**src/rtl/_unused.sv**
```systemverilog
// intentionally empty
`timescale 1ns/1ps
`default_nettype none
`default_nettype wire

```
**src/rtl/ipw_pkg.sv**
```systemverilog
// constants for the indexed-port watchdog
package ipw_pkg;
  localparam logic [15:0] INDEX_PORT     = 16'h002e;
  localparam logic [15:0] DATA_PORT      = 16'h002f;
  localparam logic [7:0]  KEY_UNLOCK     = 8'h87;
  localparam logic [7:0]  KEY_LOCK       = 8'haa;
  localparam logic [7:0]  REG_LDN        = 8'h07;
  localparam logic [7:0]  REG_ACTIVATE   = 8'h30;
  localparam logic [7:0]  REG_UNIT       = 8'hf0;
  localparam logic [7:0]  REG_COUNT      = 8'hf1;
  localparam logic [7:0]  REG_CTRL       = 8'hf2;
  localparam logic [7:0]  LDN_WDT        = 8'h08;
  localparam logic [7:0]  ACT_ENABLE     = 8'h01;
  localparam int          UNIT_BIT       = 3;
  localparam int          MOUSE_BIT      = 7;
  localparam int          KBD_BIT        = 6;
  localparam int          FORCE_BIT      = 5;
  localparam int          STATUS_BIT     = 4;
  localparam logic [7:0]  RST_LDN        = 8'h00;
  localparam logic [7:0]  RST_ACTIVATE   = 8'h00;
  localparam logic [7:0]  RST_UNIT       = 8'h00;
  localparam logic [7:0]  RST_COUNT      = 8'h00;
  localparam logic [7:0]  RD_NONE        = 8'h00;
  localparam longint      SECOND_NS      = 1000000000;
  localparam longint      CLK_PERIOD_NS  = 100;
  localparam int          CYCLES_PER_SEC = int'(SECOND_NS / CLK_PERIOD_NS);
  localparam int          SECS_PER_MIN   = 60;

  typedef enum logic [2:0] {
    LK_LOCKED   = 3'b001,
    LK_KEY1     = 3'b010,
    LK_UNLOCKED = 3'b100
  } ipw_lock_t;
endpackage : ipw_pkg

```
**src/rtl/ipw_tick_if.sv**
```systemverilog
// time-base signals between watchdog core and its prescaler
`timescale 1ns/1ps
`default_nettype none
interface ipw_tick_if;
  logic restart;
  logic sec_tick;
  logic min_tick;
  modport core (output restart, input sec_tick, input min_tick);
  modport presc (input restart, output sec_tick, output min_tick);
endinterface : ipw_tick_if
`default_nettype wire

```
**src/rtl/ipw_prescaler.sv**
```systemverilog
// second and minute tick generator
`timescale 1ns/1ps
`default_nettype none
module ipw_prescaler #(
  parameter int CYCLES_PER_SEC = ipw_pkg::CYCLES_PER_SEC
) (
  input  wire logic  clk,
  input  wire logic  rst_n,
  ipw_tick_if.presc  tk
);
  logic [31:0] cyc_cnt;
  logic [5:0]  sec_cnt;
  logic        sec_end;

  assign sec_end = (cyc_cnt == 32'(CYCLES_PER_SEC - 1));

  // restart realigns the base so the first unit after a reload is whole
  always_ff @(posedge clk or negedge rst_n) begin
    if (!rst_n) begin
      cyc_cnt <= 32'h0000_0000;
    end else if (tk.restart || sec_end) begin
      cyc_cnt <= 32'h0000_0000;
    end else begin
      cyc_cnt <= cyc_cnt + 32'h0000_0001;
    end
  end

  always_ff @(posedge clk or negedge rst_n) begin
    if (!rst_n) begin
      sec_cnt <= 6'h00;
    end else if (tk.restart) begin
      sec_cnt <= 6'h00;
    end else if (sec_end) begin
      if (sec_cnt == 6'(ipw_pkg::SECS_PER_MIN - 1)) begin
        sec_cnt <= 6'h00;
      end else begin
        sec_cnt <= sec_cnt + 6'h01;
      end
    end
  end

  always_ff @(posedge clk or negedge rst_n) begin
    if (!rst_n) begin
      tk.sec_tick <= 1'b0;
      tk.min_tick <= 1'b0;
    end else begin
      tk.sec_tick <= sec_end && !tk.restart;
      tk.min_tick <= sec_end && !tk.restart &&
                     (sec_cnt == 6'(ipw_pkg::SECS_PER_MIN - 1));
    end
  end
endmodule : ipw_prescaler
`default_nettype wire

```
**src/rtl/ipw_watchdog.sv**
```systemverilog
// watchdog behind an index/data port pair with key-locked configuration
`timescale 1ns/1ps
`default_nettype none
module ipw_watchdog #(
  parameter int CYCLES_PER_SEC = ipw_pkg::CYCLES_PER_SEC
) (
  input  wire logic        CLOCK,
  input  wire logic        RSTN,
  input  wire logic [15:0] IO_ADDR,
  input  wire logic        IO_WR,
  input  wire logic        IO_RD,
  input  wire logic [7:0]  IO_WDATA,
  output var  logic [7:0]  IO_RDATA,
  input  wire logic        MOUSE_EVT,
  input  wire logic        KBD_EVT,
  input  wire logic        TIMEOUT_TO_RESET,
  output var  logic        WDT_IRQ,
  output var  logic        WDT_RESET
);
  ipw_tick_if tk ();

  localparam int N_SRC = 2;

  ipw_pkg::ipw_lock_t lock_state;
  ipw_pkg::ipw_lock_t next_lock_state;
  logic [7:0]  index;
  logic [7:0]  ldn;
  logic [7:0]  activate;
  logic [7:0]  unit_reg;
  logic [7:0]  load_val;
  logic [7:0]  count;
  logic [N_SRC-1:0] src_en;
  logic [N_SRC-1:0] src_evt;
  logic [N_SRC-1:0] src_hit;
  logic        timeout;
  logic        unlocked;
  logic        idx_wr;
  logic        dat_wr;
  logic        dat_rd;
  logic        wdt_sel;
  logic        enabled;
  logic        count_wr;
  logic        ctrl_wr;
  logic        ext_restart;
  logic        unit_tick;
  logic        expire;
  logic        force_to;
  logic [7:0]  rd_val;

  ipw_prescaler #(
    .CYCLES_PER_SEC (CYCLES_PER_SEC)
  ) u_presc (
    .clk   (CLOCK),
    .rst_n (RSTN),
    .tk    (tk)
  );

  assign unlocked = (lock_state == ipw_pkg::LK_UNLOCKED);
  assign idx_wr   = IO_WR && (IO_ADDR == ipw_pkg::INDEX_PORT);
  assign dat_wr   = IO_WR && (IO_ADDR == ipw_pkg::DATA_PORT) && unlocked;
  assign dat_rd   = IO_RD && (IO_ADDR == ipw_pkg::DATA_PORT) && unlocked;
  assign wdt_sel  = (ldn == ipw_pkg::LDN_WDT);
  assign enabled  = (activate == ipw_pkg::ACT_ENABLE);
  assign count_wr = dat_wr && wdt_sel && (index == ipw_pkg::REG_COUNT);
  assign ctrl_wr  = dat_wr && wdt_sel && (index == ipw_pkg::REG_CTRL);
  assign force_to = ctrl_wr && IO_WDATA[ipw_pkg::FORCE_BIT];

  // source 0 is the keyboard, source 1 the mouse, as in the control bits
  assign src_evt = {MOUSE_EVT, KBD_EVT};

  // external restarts reload only a running, not yet expired timer
  assign ext_restart = enabled && !timeout && (count != 8'h00) &&
                       (|src_hit);
  assign unit_tick = unit_reg[ipw_pkg::UNIT_BIT] ? tk.min_tick
                                                 : tk.sec_tick;
  assign expire    = enabled && unit_tick && (count == 8'h01) &&
                     !count_wr && !ext_restart;
  assign tk.restart = count_wr || ext_restart;

  always_comb begin
    next_lock_state = lock_state;
    case (lock_state)
      ipw_pkg::LK_LOCKED: begin
        if (idx_wr && IO_WDATA == ipw_pkg::KEY_UNLOCK) begin
          next_lock_state = ipw_pkg::LK_KEY1;
        end
      end
      ipw_pkg::LK_KEY1: begin
        if (idx_wr) begin
          next_lock_state = (IO_WDATA == ipw_pkg::KEY_UNLOCK) ?
                            ipw_pkg::LK_UNLOCKED : ipw_pkg::LK_LOCKED;
        end else if (IO_WR || IO_RD) begin
          next_lock_state = ipw_pkg::LK_LOCKED;
        end
      end
      ipw_pkg::LK_UNLOCKED: begin
        if (idx_wr && IO_WDATA == ipw_pkg::KEY_LOCK) begin
          next_lock_state = ipw_pkg::LK_LOCKED;
        end
      end
      default: begin
        next_lock_state = ipw_pkg::LK_LOCKED;
      end
    endcase
  end

  always_ff @(posedge CLOCK or negedge RSTN) begin
    if (!RSTN) begin
      lock_state <= ipw_pkg::LK_LOCKED;
    end else begin
      lock_state <= next_lock_state;
    end
  end

  // the lock key is a command, never a register number
  always_ff @(posedge CLOCK or negedge RSTN) begin
    if (!RSTN) begin
      index <= 8'h00;
    end else if (idx_wr && unlocked && IO_WDATA != ipw_pkg::KEY_LOCK) begin
      index <= IO_WDATA;
    end
  end

  always_ff @(posedge CLOCK or negedge RSTN) begin
    if (!RSTN) begin
      ldn <= ipw_pkg::RST_LDN;
    end else if (dat_wr && index == ipw_pkg::REG_LDN) begin
      ldn <= IO_WDATA;
    end
  end

  always_ff @(posedge CLOCK or negedge RSTN) begin
    if (!RSTN) begin
      activate <= ipw_pkg::RST_ACTIVATE;
      unit_reg <= ipw_pkg::RST_UNIT;
    end else if (dat_wr && wdt_sel) begin
      if (index == ipw_pkg::REG_ACTIVATE) begin
        activate <= IO_WDATA;
      end
      if (index == ipw_pkg::REG_UNIT) begin
        unit_reg <= IO_WDATA;
      end
    end
  end

  // one enable flop per activity source, each fed by its own control bit
  for (genvar g = 0; g < N_SRC; g++) begin : g_src
    always_ff @(posedge CLOCK or negedge RSTN) begin
      if (!RSTN) begin
        src_en[g] <= 1'b0;
      end else if (ctrl_wr) begin
        src_en[g] <= IO_WDATA[ipw_pkg::KBD_BIT + g];
      end
    end
    assign src_hit[g] = src_en[g] && src_evt[g];
  end

  always_ff @(posedge CLOCK or negedge RSTN) begin
    if (!RSTN) begin
      load_val <= ipw_pkg::RST_COUNT;
    end else if (count_wr) begin
      load_val <= IO_WDATA;
    end
  end

  // a zero count never decrements, so zero holds the timer stopped
  always_ff @(posedge CLOCK or negedge RSTN) begin
    if (!RSTN) begin
      count <= ipw_pkg::RST_COUNT;
    end else if (count_wr) begin
      count <= IO_WDATA;
    end else if (ext_restart) begin
      count <= load_val;
    end else if (enabled && unit_tick && count != 8'h00) begin
      count <= count - 8'h01;
    end
  end

  // set beats clear, but a reload in the expiry cycle masks the expiry, so it is not reported
  always_ff @(posedge CLOCK or negedge RSTN) begin
    if (!RSTN) begin
      timeout <= 1'b0;
    end else if (expire || force_to) begin
      timeout <= 1'b1;
    end else if (count_wr || !enabled) begin
      timeout <= 1'b0;
    end
  end

  always_ff @(posedge CLOCK or negedge RSTN) begin
    if (!RSTN) begin
      WDT_IRQ   <= 1'b0;
      WDT_RESET <= 1'b0;
    end else begin
      WDT_IRQ   <= timeout && !TIMEOUT_TO_RESET;
      WDT_RESET <= timeout && TIMEOUT_TO_RESET;
    end
  end

  always_comb begin
    rd_val = ipw_pkg::RD_NONE;
    if (index == ipw_pkg::REG_LDN) begin
      rd_val = ldn;
    end else if (wdt_sel) begin
      case (index)
        ipw_pkg::REG_ACTIVATE: rd_val = activate;
        ipw_pkg::REG_UNIT:     rd_val = unit_reg;
        ipw_pkg::REG_COUNT:    rd_val = count;
        ipw_pkg::REG_CTRL: begin
          rd_val = ipw_pkg::RD_NONE;
          rd_val[ipw_pkg::MOUSE_BIT]  = src_en[1];
          rd_val[ipw_pkg::KBD_BIT]    = src_en[0];
          rd_val[ipw_pkg::STATUS_BIT] = timeout;
        end
        default: rd_val = ipw_pkg::RD_NONE;
      endcase
    end
  end

  // read data holds until the next data-port read
  always_ff @(posedge CLOCK or negedge RSTN) begin
    if (!RSTN) begin
      IO_RDATA <= ipw_pkg::RD_NONE;
    end else if (IO_RD && IO_ADDR == ipw_pkg::DATA_PORT) begin
      IO_RDATA <= dat_rd ? rd_val : ipw_pkg::RD_NONE;
    end
  end
endmodule : ipw_watchdog
`default_nettype wire

```
**config.mk**
```make
export PLATFORM = sky130hd
export DESIGN_NAME = ipw_watchdog
export DESIGN_NICKNAME = d
export VERILOG_FILES = /design/src/rtl/_unused.sv /design/src/rtl/ipw_pkg.sv /design/src/rtl/ipw_tick_if.sv /design/src/rtl/ipw_prescaler.sv /design/src/rtl/ipw_watchdog.sv
export SDC_FILE = /design/constraint.sdc
export NUM_CORES = 1
export LEC_CHECK = 0
export ABC_AREA = 1
export BUFFER_PORTS_ARGS = -buffer_cell sky130_fd_sc_hd__buf_2
export CORE_ASPECT_RATIO = 0.6
export CORE_MARGIN = 2
export CORE_UTILIZATION = 60
export CTS_BUF_LIST = sky130_fd_sc_hd__clkbuf_8
export DETAILED_ROUTE_END_ITERATION = 10
export PLACE_DENSITY_LB_ADDON = 0.1
export SLEW_MARGIN = 30
export SYNTH_ARGS = -nofsm -noshare
export SYNTH_HDL_FRONTEND = slang
export SYNTH_HIERARCHICAL = 1
export SYNTH_SLANG_ARGS = --single-unit
```
**constraint.sdc**
```tcl
create_clock -name CLOCK -period 2.4 [get_ports CLOCK]
set_input_delay 0.24 -clock CLOCK [delete_from_list [all_inputs] [get_ports CLOCK]]
set_output_delay 0.24 -clock CLOCK [all_outputs]
set_load 0.005 [all_outputs]
```
Yosys cells after proc, flatten, opt, wreduce, memory -nomap -nowiden

Cells that the tools add are included.
Widths: inputs -> output; s select.

Register bits after elaboration: 104
Input port bits: 31
Output and inout bits: 10
Logic and storage cells: 108

$add $sub $neg: 3
Equality and inequality tests: 21
Mux-type cells: 20
Reductions and logical operators: 47

Operators by type and width:

| kind                  | count |
|---|---|
| $mux 8                | 6 |
| $eq 8x8->1 const B    | 5 |
| $add 32x1->32 const B | 1 |
| $eq 16x6->1 const B   | 2 |
| $eq 32x24->1 const B  | 1 |
| $mux 32               | 1 |
| $pmux 8 s4            | 1 |
| $logic_and 1x1->1     | 28 |
| $mux 6                | 3 |
| $eq 8x1->1 const B    | 2 |
| $mux 3                | 5 |
| $pmux 3 s3            | 1 |
| $eq 8x3->1 const B    | 1 |
| $eq 8x4->1 const B    | 1 |
| $eq 8x6->1 const B    | 1 |
| $ne 8x8->1 const B    | 1 |
| $reduce_bool 8->1     | 1 |
| $sub 8x1->8 const B   | 1 |
| $add 6x1->6 const B   | 1 |
| $eq 6x6->1 const B    | 1 |
| $logic_not 1->1       | 6 |
| $logic_or 1x1->1      | 5 |
| $reduce_and 2->1      | 2 |
| $reduce_bool 2->1     | 2 |
| 10 further kinds      | 12 |

Longest topological paths before layout

Gate-level depths: netlist of run 1.

Depth in word-level cells: 10
Gate-level depth with buffers: 12
Depth with buffers taken out: 11

Hierarchy

The synthesis of run 1 kept the hierarchy.

Modules (own cells, without submodules):

| module        | times used | cells each | area each (um^2) |
|---|---|---|---|
| ipw_watchdog  | 1          | 483        | 3647.2 |
| ipw_prescaler | 1          | 409        | 2730.1 |

Worst setup path before layout of run 1

Ideal clock, no wire load.

Path type: register -> register
From: register count[0]
To: register u_presc.sec_cnt[1]
Library setup time: 0.066 ns
Arrival: 1.988 ns
Setup slack: 0.346 ns
Cell stages (with the launch flop): 11
Buffers on the path: 2
Cell sequence: dfrtp_1 > inv_1 > ha_1 > nand4_2 > nand3_2 > buf_4 > nand2_1 > inv_1 > clkbuf_1 > nand3_1 > nand2_1

Cells in the longest elaborated chain, start to end: 5

RTL lines:

| what                                        | line                | source |
|---|---|---|
| from (decl)                                 | ipw_watchdog.sv:31  | `logic [7:0] count;` |
| from (signal assigned)                      | ipw_watchdog.sv:169 | `count <= ipw_pkg::RST_COUNT;` |
| from (signal assigned)                      | ipw_watchdog.sv:173 | `count <= load_val;` |
| from (signal assigned)                      | ipw_watchdog.sv:175 | `count <= count - 8'h01;` |
| $reduce_bool 8->1 (*)                       | ipw_watchdog.sv:72  | `assign ext_restart = enabled && !timeout && (count != 8'h00) &&` |
| $logic_and 1x1->1 (*) (2 in series)         | ipw_watchdog.sv:72  |  |
| $logic_or 1x1->1 (*)                        | ipw_watchdog.sv:78  | `assign tk.restart = count_wr \|\| ext_restart;` |
| net tk.restart                              | ipw_tick_if.sv:5    | `logic restart;` |
| $mux 6 or $reduce_bool 2->1 (tied branches) | n/a                 |  |
| to (signal assigned)                        | ipw_prescaler.sv:37 | `sec_cnt <= sec_cnt + 6'h01;` |
| to (decl)                                   | ipw_prescaler.sv:12 | `logic [5:0] sec_cnt;` |

The timed path passes the listed nets; every way through them passes the cells marked *.
A chain may end at the register's enable or synchronous reset.

Worst setup path in the final report of run 1

From: register count[0]
To: register u_presc.cyc_cnt[31]

Cells in the longest elaborated chain, start to end: 6

RTL lines:

| what                            | line                | source |
|---|---|---|
| $reduce_bool 8->1               | ipw_watchdog.sv:72  |  |
| $logic_and 1x1->1 (2 in series) | ipw_watchdog.sv:72  |  |
| $logic_or 1x1->1                | ipw_watchdog.sv:78  |  |
| net tk.restart                  | ipw_tick_if.sv:5    |  |
| $logic_or 1x1->1                | ipw_prescaler.sv:21 | `end else if (tk.restart \|\| sec_end) begin` |
| $mux 32                         | ipw_prescaler.sv:21 |  |
| to (signal assigned)            | ipw_prescaler.sv:24 | `cyc_cnt <= cyc_cnt + 32'h0000_0001;` |
| to (decl)                       | ipw_prescaler.sv:11 | `logic [31:0] cyc_cnt;` |

The timed path passes the listed nets, and every way through them passes these cells.

==> impl_metrics.py, run 1 <==
metrics = {
    "outcome": {
        "status": "complete, no violations",
    },
    "setup_path": {
        "worstReg2RegStart": "count[0]",
        "critPathMaxFanout": 32,
        "endpoint": "u_presc/cyc_cnt[31]",
        "cp_num_buf_inv": 2,
        "critPathMaxStageDelay_ns": 0.44,
        "rr_worst_depth": 8,
        "end_kind": "register",
        "crit_top_cell": "inv_1",
        "critPathLaunchType": "register",
        "crit_arrival_ns": 2.32,
        "startpoint": "count[0]",
        "path_cells": "inv_1 > ha_1 > nand4_2 > nand3_2 > nand2_1 > inv_1 > nand2_8 > nor2_1",
        "cp_top_family": "simple AND/OR/NAND/NOR gates",
        "worst-path-stages": 8,
        "r2r_end": "u_presc/cyc_cnt[31]",
        "worst-setup-path-type": "reg2reg",
        "r2r_slack_ns": 0.38,
        "slowest_stage": "dfrtp_1",
        "cp.required_ns": 2.71,
    },
    "finish": {
        "mostFrequentLayoutCells": "nand2_1 (325), nor2_1 (117), dfrtp_1 (103)",
        "regArea_sq_um": 2600,
        "multi_input_area_sq_um": 3320,
        "regMostFlops": "u_presc/cyc_cnt",
        "antenna_cells": 0,
        "fin_nets": 974,
        "largest_reg_flops": 32,
        "final_common_cell": "nand2_1",
        "layout-drive-gt1-share": 0.151,
        "fill_cells": 950,
        "area_growth_pct": 8.50,
    },
    "timing": {
        "fin_crit_sh": 0.840,
        "tightest_slew_ns": 0.616,
        "setup_tns_ns": 0,
        "slew_headroom": 0.588,
        "fin_worst_skew_ns": 0.0193,
        "rsz0062_at_grt": "false",
        "max_freq_mhz": 496,
        "min_period_ns": 2.02,
        "fin_ws_ns": 0.384,
        "setup_viol_count_final": 0,
        "final_max_slew_viol_count": 0,
        "final-hold-violation-count": 0,
    },
    "placed_design": {
        "port_buffers": 40,
        "dpl.hpwl_um": 12600,
        "place_congestion": 0.971,
        "dp_slack_ns": 0.424,
    },
    "route": {
        "wl_um": 16400,
        "route.detailed.drc": 0,
        "via_per_inst": 5.54,
        "wl_per_cell_um": 15.2,
        "first_pass_iters": 7,
        "drtIter0Drc": 705,
        "via_count": 5992,
        "antenna_left": 0,
    },
    "yosys": {
        "yosysSeqAreaShare": 0.408,
        "synth_cell_types": 40,
        "yosysWarningCount": 6,
        "synth.avg_cell_area_sq_um": 7.15,
        "synth.net_count": 928,
        "syn_inst": 892,
        "syn_area_sq_um": 6380,
        "ys_ff_latch": 104,
    },
    "min_path": {
        "hold_path_class": "in2reg",
        "hold_path_depth": 3,
    },
    "clock_tree": {
        "post_cts_buffers": 0,
        "cts_buffer_depth": 2,
        "clkTransAtPathRegs_ns": 0.10,
        "cts_buffers": 9,
        "clock-sinks": 104,
        "clock_latency_ns": 0.39,
        "cts-resized-gates": 0,
        "tritoncts": "built",
        "htreeDepth": 3,
        "root_buffer": "clkbuf_8",
    },
    "flow_run": {
        "maxCapViolCount": 0,
    },
    "power_and_ir_drop": {
        "irDropWorstVdd_v": 0.000399,
        "power_density_nw_per_um2": 434,
        "p_leak_uw": 0.00349,
    },
    "global_route": {
        "track_usage": 0.302,
        "grt_pass1_vias": 5331,
        "antenna_found_initial": 0,
        "overflow": 0,
        "grt_pass1_wl_um": 26700,
        "grt_max_degree": 49,
    },
    "floorplan": {
        "fp-row-count": 29,
        "fp.coreArea_sq_um": 10500,
        "io_pins": 41,
        "design.die.area_sq_um": 11500,
        "die_y_um": 83.9,
        "fp.dieW_um": 137,
        "start_util": 0.610,
    },
}
## power by group
group          internal [uW]  total, uW  switching, uW
Combinational           29.4        103           73.9
Clock                    504       1150            648
Sequential              1750       1750        0.00191
## worst min path at each step
stage | from | endpoint | slack [ns]
2_1_floorplan | RSTN | IO_RDATA[0] | -0.06
3_3_place_gp | RSTN | u_presc/cyc_cnt[27] | 0.23
3_5_place_dp | RSTN | u_presc/cyc_cnt[27] | 0.23
4_1_cts | IO_WDATA[5] | timeout | 0.16
5_1_grt | IO_WDATA[3] | load_val[3] | 0.17
6_report | IO_WDATA[5] | timeout | 0.17
## logic make-up (layout without fill, tap and decap cells)
family | count (synthesis) | after routing | share of synthesized area
compound gates | 48 | 48 | 0.0461
xor+xnor | 22 | 22 | 0.0302
fa+ha+maj | 5 | 5 | 0.00981
buf+inv | 99 | 150 | 0.0712
flops | 104 | 104 | 0.408
mux | 1 | 1 | 0.00177
simple gates | 613 | 613 | 0.433
## worst reg2reg max path, cell delays in order, from the launching register on
cell and delay, ns:
dfrtp_1 0.44, inv_1 0.15, ha_1 0.20, nand4_2 0.30, nand3_2 0.16, nand2_1 0.07, inv_1 0.20, nand2_8 0.23
nor2_1 0.20
## repair_timing
action	CTS	global route
hold endpoints to repair	32	0
setup endpoints to repair	0	0
hold buffers	2	0
## cell usage after synthesis, drive strengths merged
master / instances / area share
and3: 1 / 0.00098
buf: 13 / 0.021
o21ai: 44 / 0.042
o21a: 1 / 0.0012
xnor2: 5 / 0.0069
dfrtp: 103 / 0.40
inv: 84 / 0.049
nand4: 32 / 0.032
a21oi: 2 / 0.0022
mux2: 1 / 0.0018
nand2: 332 / 0.20
nor3: 8 / 0.0088
or2: 1 / 0.00098
xor2: 17 / 0.023
o211ai: 1 / 0.0012
nand3: 73 / 0.063
clkbuf: 2 / 0.0012
nor4: 1 / 0.00098
dfstp: 1 / 0.0041
nand3b: 3 / 0.0035
ha: 5 / 0.0098
nor2: 162 / 0.12
## per-stage QoR
step                 util  instances  hold WS (ns)  cell area, sq um  total power, uW
finish              0.662       1082         0.170              6920             3010
floorplan               -        892       -0.0556              6380             1800
global route        0.662       1082         0.173              6920             3140
global placement    0.640       1064         0.226              6690             1880
detailed placement  0.640       1064         0.227              6690             1890
CTS                 0.662       1082         0.157              6920             3040
## cell type report
class,instances,area share
Clock buffer,9,0.0179
Clock inverter,7,0.0127
Inverter,84,0.0456
Multi-Input combinational cell,689,0.480
Sequential cell,104,0.376
Tap cell,139,0.0251
Timing Repair Buffer,50,0.0427
## routing by layer
layer / track usage / part of all wire / up-vias
met2: 0.401 / 0.40 / 264
met3: 0.0899 / 0.11 / 15
met1: 0.486 / 0.48 / 2814
met5: 0 / 0 / -
li1: - / - / 2899
met4: 0.0515 / 0.0079 / 0
No activity file was read; power rests on OpenSTA's default activity.
==> inputs of run 2 (changes only) <==
ABC_AREA = 0   (was 1)
clock period = 1.9 ns   (was 2.4 ns; I/O delays follow)
==> impl_metrics.py, run 2 <==
metrics = {
    "setup_path": {
        "end_kind": "register",
        "rr_worst_depth": 7,
        "r2r_end": "u_presc/cyc_cnt[20]",
        "cp.required_ns": 2.16,
        "critPathMaxFanout": 8,
        "worstReg2RegStart": "u_presc/cyc_cnt[11]",
        "worst-setup-path-type": "reg2reg",
        "r2r_slack_ns": -0.18,
        "critPathLaunchType": "register",
        "crit_arrival_ns": 2.34,
    },
    "finish": {
        "mostFrequentLayoutCells": "buf_4 (112), dfrtp_1 (103), nor2_1 (41)",
        "antenna_cells": 0,
        "fin_area_sq_um": 7490,
        "area_growth_pct": 35.2,
        "fin_nets": 748,
        "regMostFlops": "u_presc/cyc_cnt",
        "layout-drive-gt1-share": 0.416,
        "final_common_cell": "buf_4",
        "largest_reg_flops": 32,
    },
    "power_and_ir_drop": {
        "irDropWorstVdd_v": 0.000365,
        "pwr-share-comb": 0.040,
        "p_leak_uw": 0.00346,
        "power_density_nw_per_um2": 528,
        "internal_power_uw": 3070,
        "finalPower_uw": 3950,
        "p_sw_frac": 0.222,
        "p_seq_frac": 0.559,
        "clkPwrFrac": 0.401,
        "power_switching_uw": 880,
    },
    "floorplan": {
        "fp.dieW_um": 128,
        "design.die.area_sq_um": 10000,
        "start_util": 0.612,
        "io_pins": 41,
        "die_y_um": 78.4,
        "fp.coreArea_sq_um": 9050,
        "fp-row-count": 27,
    },
    "min_path": {
        "min-delay-start": "IO_WDATA[3]",
        "hold_path_class": "in2reg",
        "hold_end": "load_val[3]",
        "hold_path_depth": 3,
    },
    "yosys": {
        "yosysSeqAreaShare": 0.470,
        "synthTopCellsByArea": "dfrtp_1 (47%), mux2_2 (7.1%), nand2_1 (3.8%)",
        "syn_inst": 551,
        "yosysWarningCount": 6,
        "synth_cell_types": 65,
        "synth-edff-count": 0,
        "synth.net_count": 587,
        "yosys.area.top_type_share": 0.465,
        "ys_ff_latch": 104,
        "syn_area_sq_um": 5540,
        "ys_top_cells_by_count": "dfrtp_1 (103), nand2_1 (56), nor2_1 (47)",
        "synth.avg_cell_area_sq_um": 10.1,
        "synth_area_leader_cell": "dfrtp_1",
        "synthMostInstantiatedCell": "dfrtp_1",
        "synth_flop_cell": "dfrtp_1",
        "async_reset_ff_frac": 1.00,
    },
    "timing": {
        "fin_crit_sh": 1.10,
        "min_period_ns": 2.08,
        "slew_headroom": 0.607,
        "final_max_slew_viol_count": 0,
        "fin_worst_skew_ns": 0.0145,
        "final-hold-violation-count": 0,
        "fin_ws_ns": -0.182,
        "tightest_slew_ns": 0.589,
        "setup_tns_ns": -7.88,
        "rsz0062_at_grt": "true",
        "max_freq_mhz": 480,
        "setup_viol_count_final": 71,
    },
    "flow_run": {
        "maxCapViolCount": 0,
    },
    "clock_tree": {
        "root_buffer": "clkbuf_8",
        "cts_buffer_depth": 2,
        "clock_latency_ns": 0.38,
        "clock-sinks": 104,
        "htreeDepth": 3,
        "tritoncts": "built",
        "cts_buffers": 9,
        "clkTransAtPathRegs_ns": 0.09,
    },
    "route": {
        "wl_per_cell_um": 21.8,
        "via_per_inst": 6.62,
        "antenna_left": 0,
        "first_pass_iters": 5,
        "via_count": 5511,
        "drtIter0Drc": 683,
        "route.detailed.drc": 0,
        "wl_um": 18200,
    },
    "global_route": {
        "track_usage": 0.354,
        "overflow": 0,
        "antenna_found_initial": 1,
        "grt_pass1_vias": 5040,
        "grt_max_degree": 41,
        "grt_pass1_wl_um": 27000,
    },
    "placed_design": {
        "dp_slack_ns": -0.305,
        "place_congestion": 0.963,
        "dpl.hpwl_um": 12200,
        "placed_cell_area_sq_um": 6750,
        "port_buffers": 40,
    },
    "outcome": {
        "status": "complete, but fails checks",
        "violations": "setup timing",
    },
}
==> run 2: cell types whose count changed after synthesis, sizes merged, moves of 14 or more <==
cell / previous run / this run
inv: 84 / 8
mux2: 1 / 35
nand2: 332 / 57
and3: 1 / 15
a21oi: 2 / 34
o21ai: 44 / 24
nand3: 73 / 25
or3: 0 / 15
nor2: 162 / 49
==> run 2: critical path: stages (launching register included) <==
cell	delay, ns
dfrtp_1	0.41
nand4_1	0.15
buf_4	0.18
or4_4	0.56
buf_4	0.20
buf_4	0.15
o21ai_0	0.22
a21oi_1	0.09
==> run 2: per-stage QoR <==
| stage | hold slack, ns | instances | utilization |
|---|---|---|---|
| 2_1_floorplan | -0.106 | 551 | - |
| 3_3_place_gp | 0.219 | 796 | 0.745 |
| 3_5_place_dp | 0.222 | 796 | 0.745 |
| 4_1_cts | 0.111 | 823 | 0.788 |
| 5_1_grt | 0.103 | 833 | 0.827 |
| 6_report | 0.127 | 833 | 0.827 |
==> run 2: cell type report <==
cell class / instances / area (sq um)
clock buffer: 11 / 151
fill: 504 / 1570
inverter: 8 / 32.5
timing repair buffer: 169 / 1290
clock inverter: 5 / 80.1
tap: 116 / 145
multi-input combinational: 420 / 3190
sequential: 104 / 2600
==> run 2: how the worst max path moves through the flow <==
stage / slack [ns] / to / start / cells after the start
2_1_floorplan: -0.19 / u_presc/cyc_cnt[25] / lock_state[1] / 10
3_3_place_gp: -0.26 / activate[6] / IO_ADDR[14] / 7
3_5_place_dp: -0.31 / activate[5] / IO_ADDR[14] / 7
4_1_cts: -0.14 / u_presc/cyc_cnt[10] / u_presc/cyc_cnt[7] / 6
5_1_grt: -0.23 / u_presc/cyc_cnt[20] / ldn[6] / 11
6_report: -0.18 / u_presc/cyc_cnt[20] / u_presc/cyc_cnt[11] / 7
==> run 2: kinds of logic after synthesis <==
group,Yosys count,share of synthesized area
AND/OR/NAND/NOR,256,0.265
flip-flops,104,0.470
AO/OA/AOI/OAI,95,0.108
multiplexers,43,0.0856
buffers and inverters,27,0.0267
XOR/XNOR,21,0.0332
adder cells (fa/ha/maj),5,0.0113
==> run 2: repair_timing <==
action	4_1_cts	5_1_grt
gates cloned	1	1
pin swaps	13	28
hold endpoints to repair	36	0
setup endpoints to repair	82	92
setup buffers	8	12
gates resized for setup	19	62
hold buffers	2	0
==> run 2: power by group through the flow <==
stage / registers, uW / logic [uW] / clock network [uW]
5_1_grt: 2210 / 173 / 1680
3_3_place_gp: 2260 / 145 / 0
4_1_cts: 2210 / 151 / 1600
6_report: 2210 / 158 / 1580
3_5_place_dp: 2260 / 147 / 0
2_1_floorplan: 2260 / 14.7 / 0
==> run 2: layer usage <==
metal | global-route usage | vias up | share of wire
li1 | - | 2368 | -
met1 | 0.554 | 2680 | 0.42
met2 | 0.488 | 402 | 0.41
met3 | 0.0968 | 61 | 0.14
met4 | 0.0802 | 0 | 0.022
met5 | 0 | - | 0
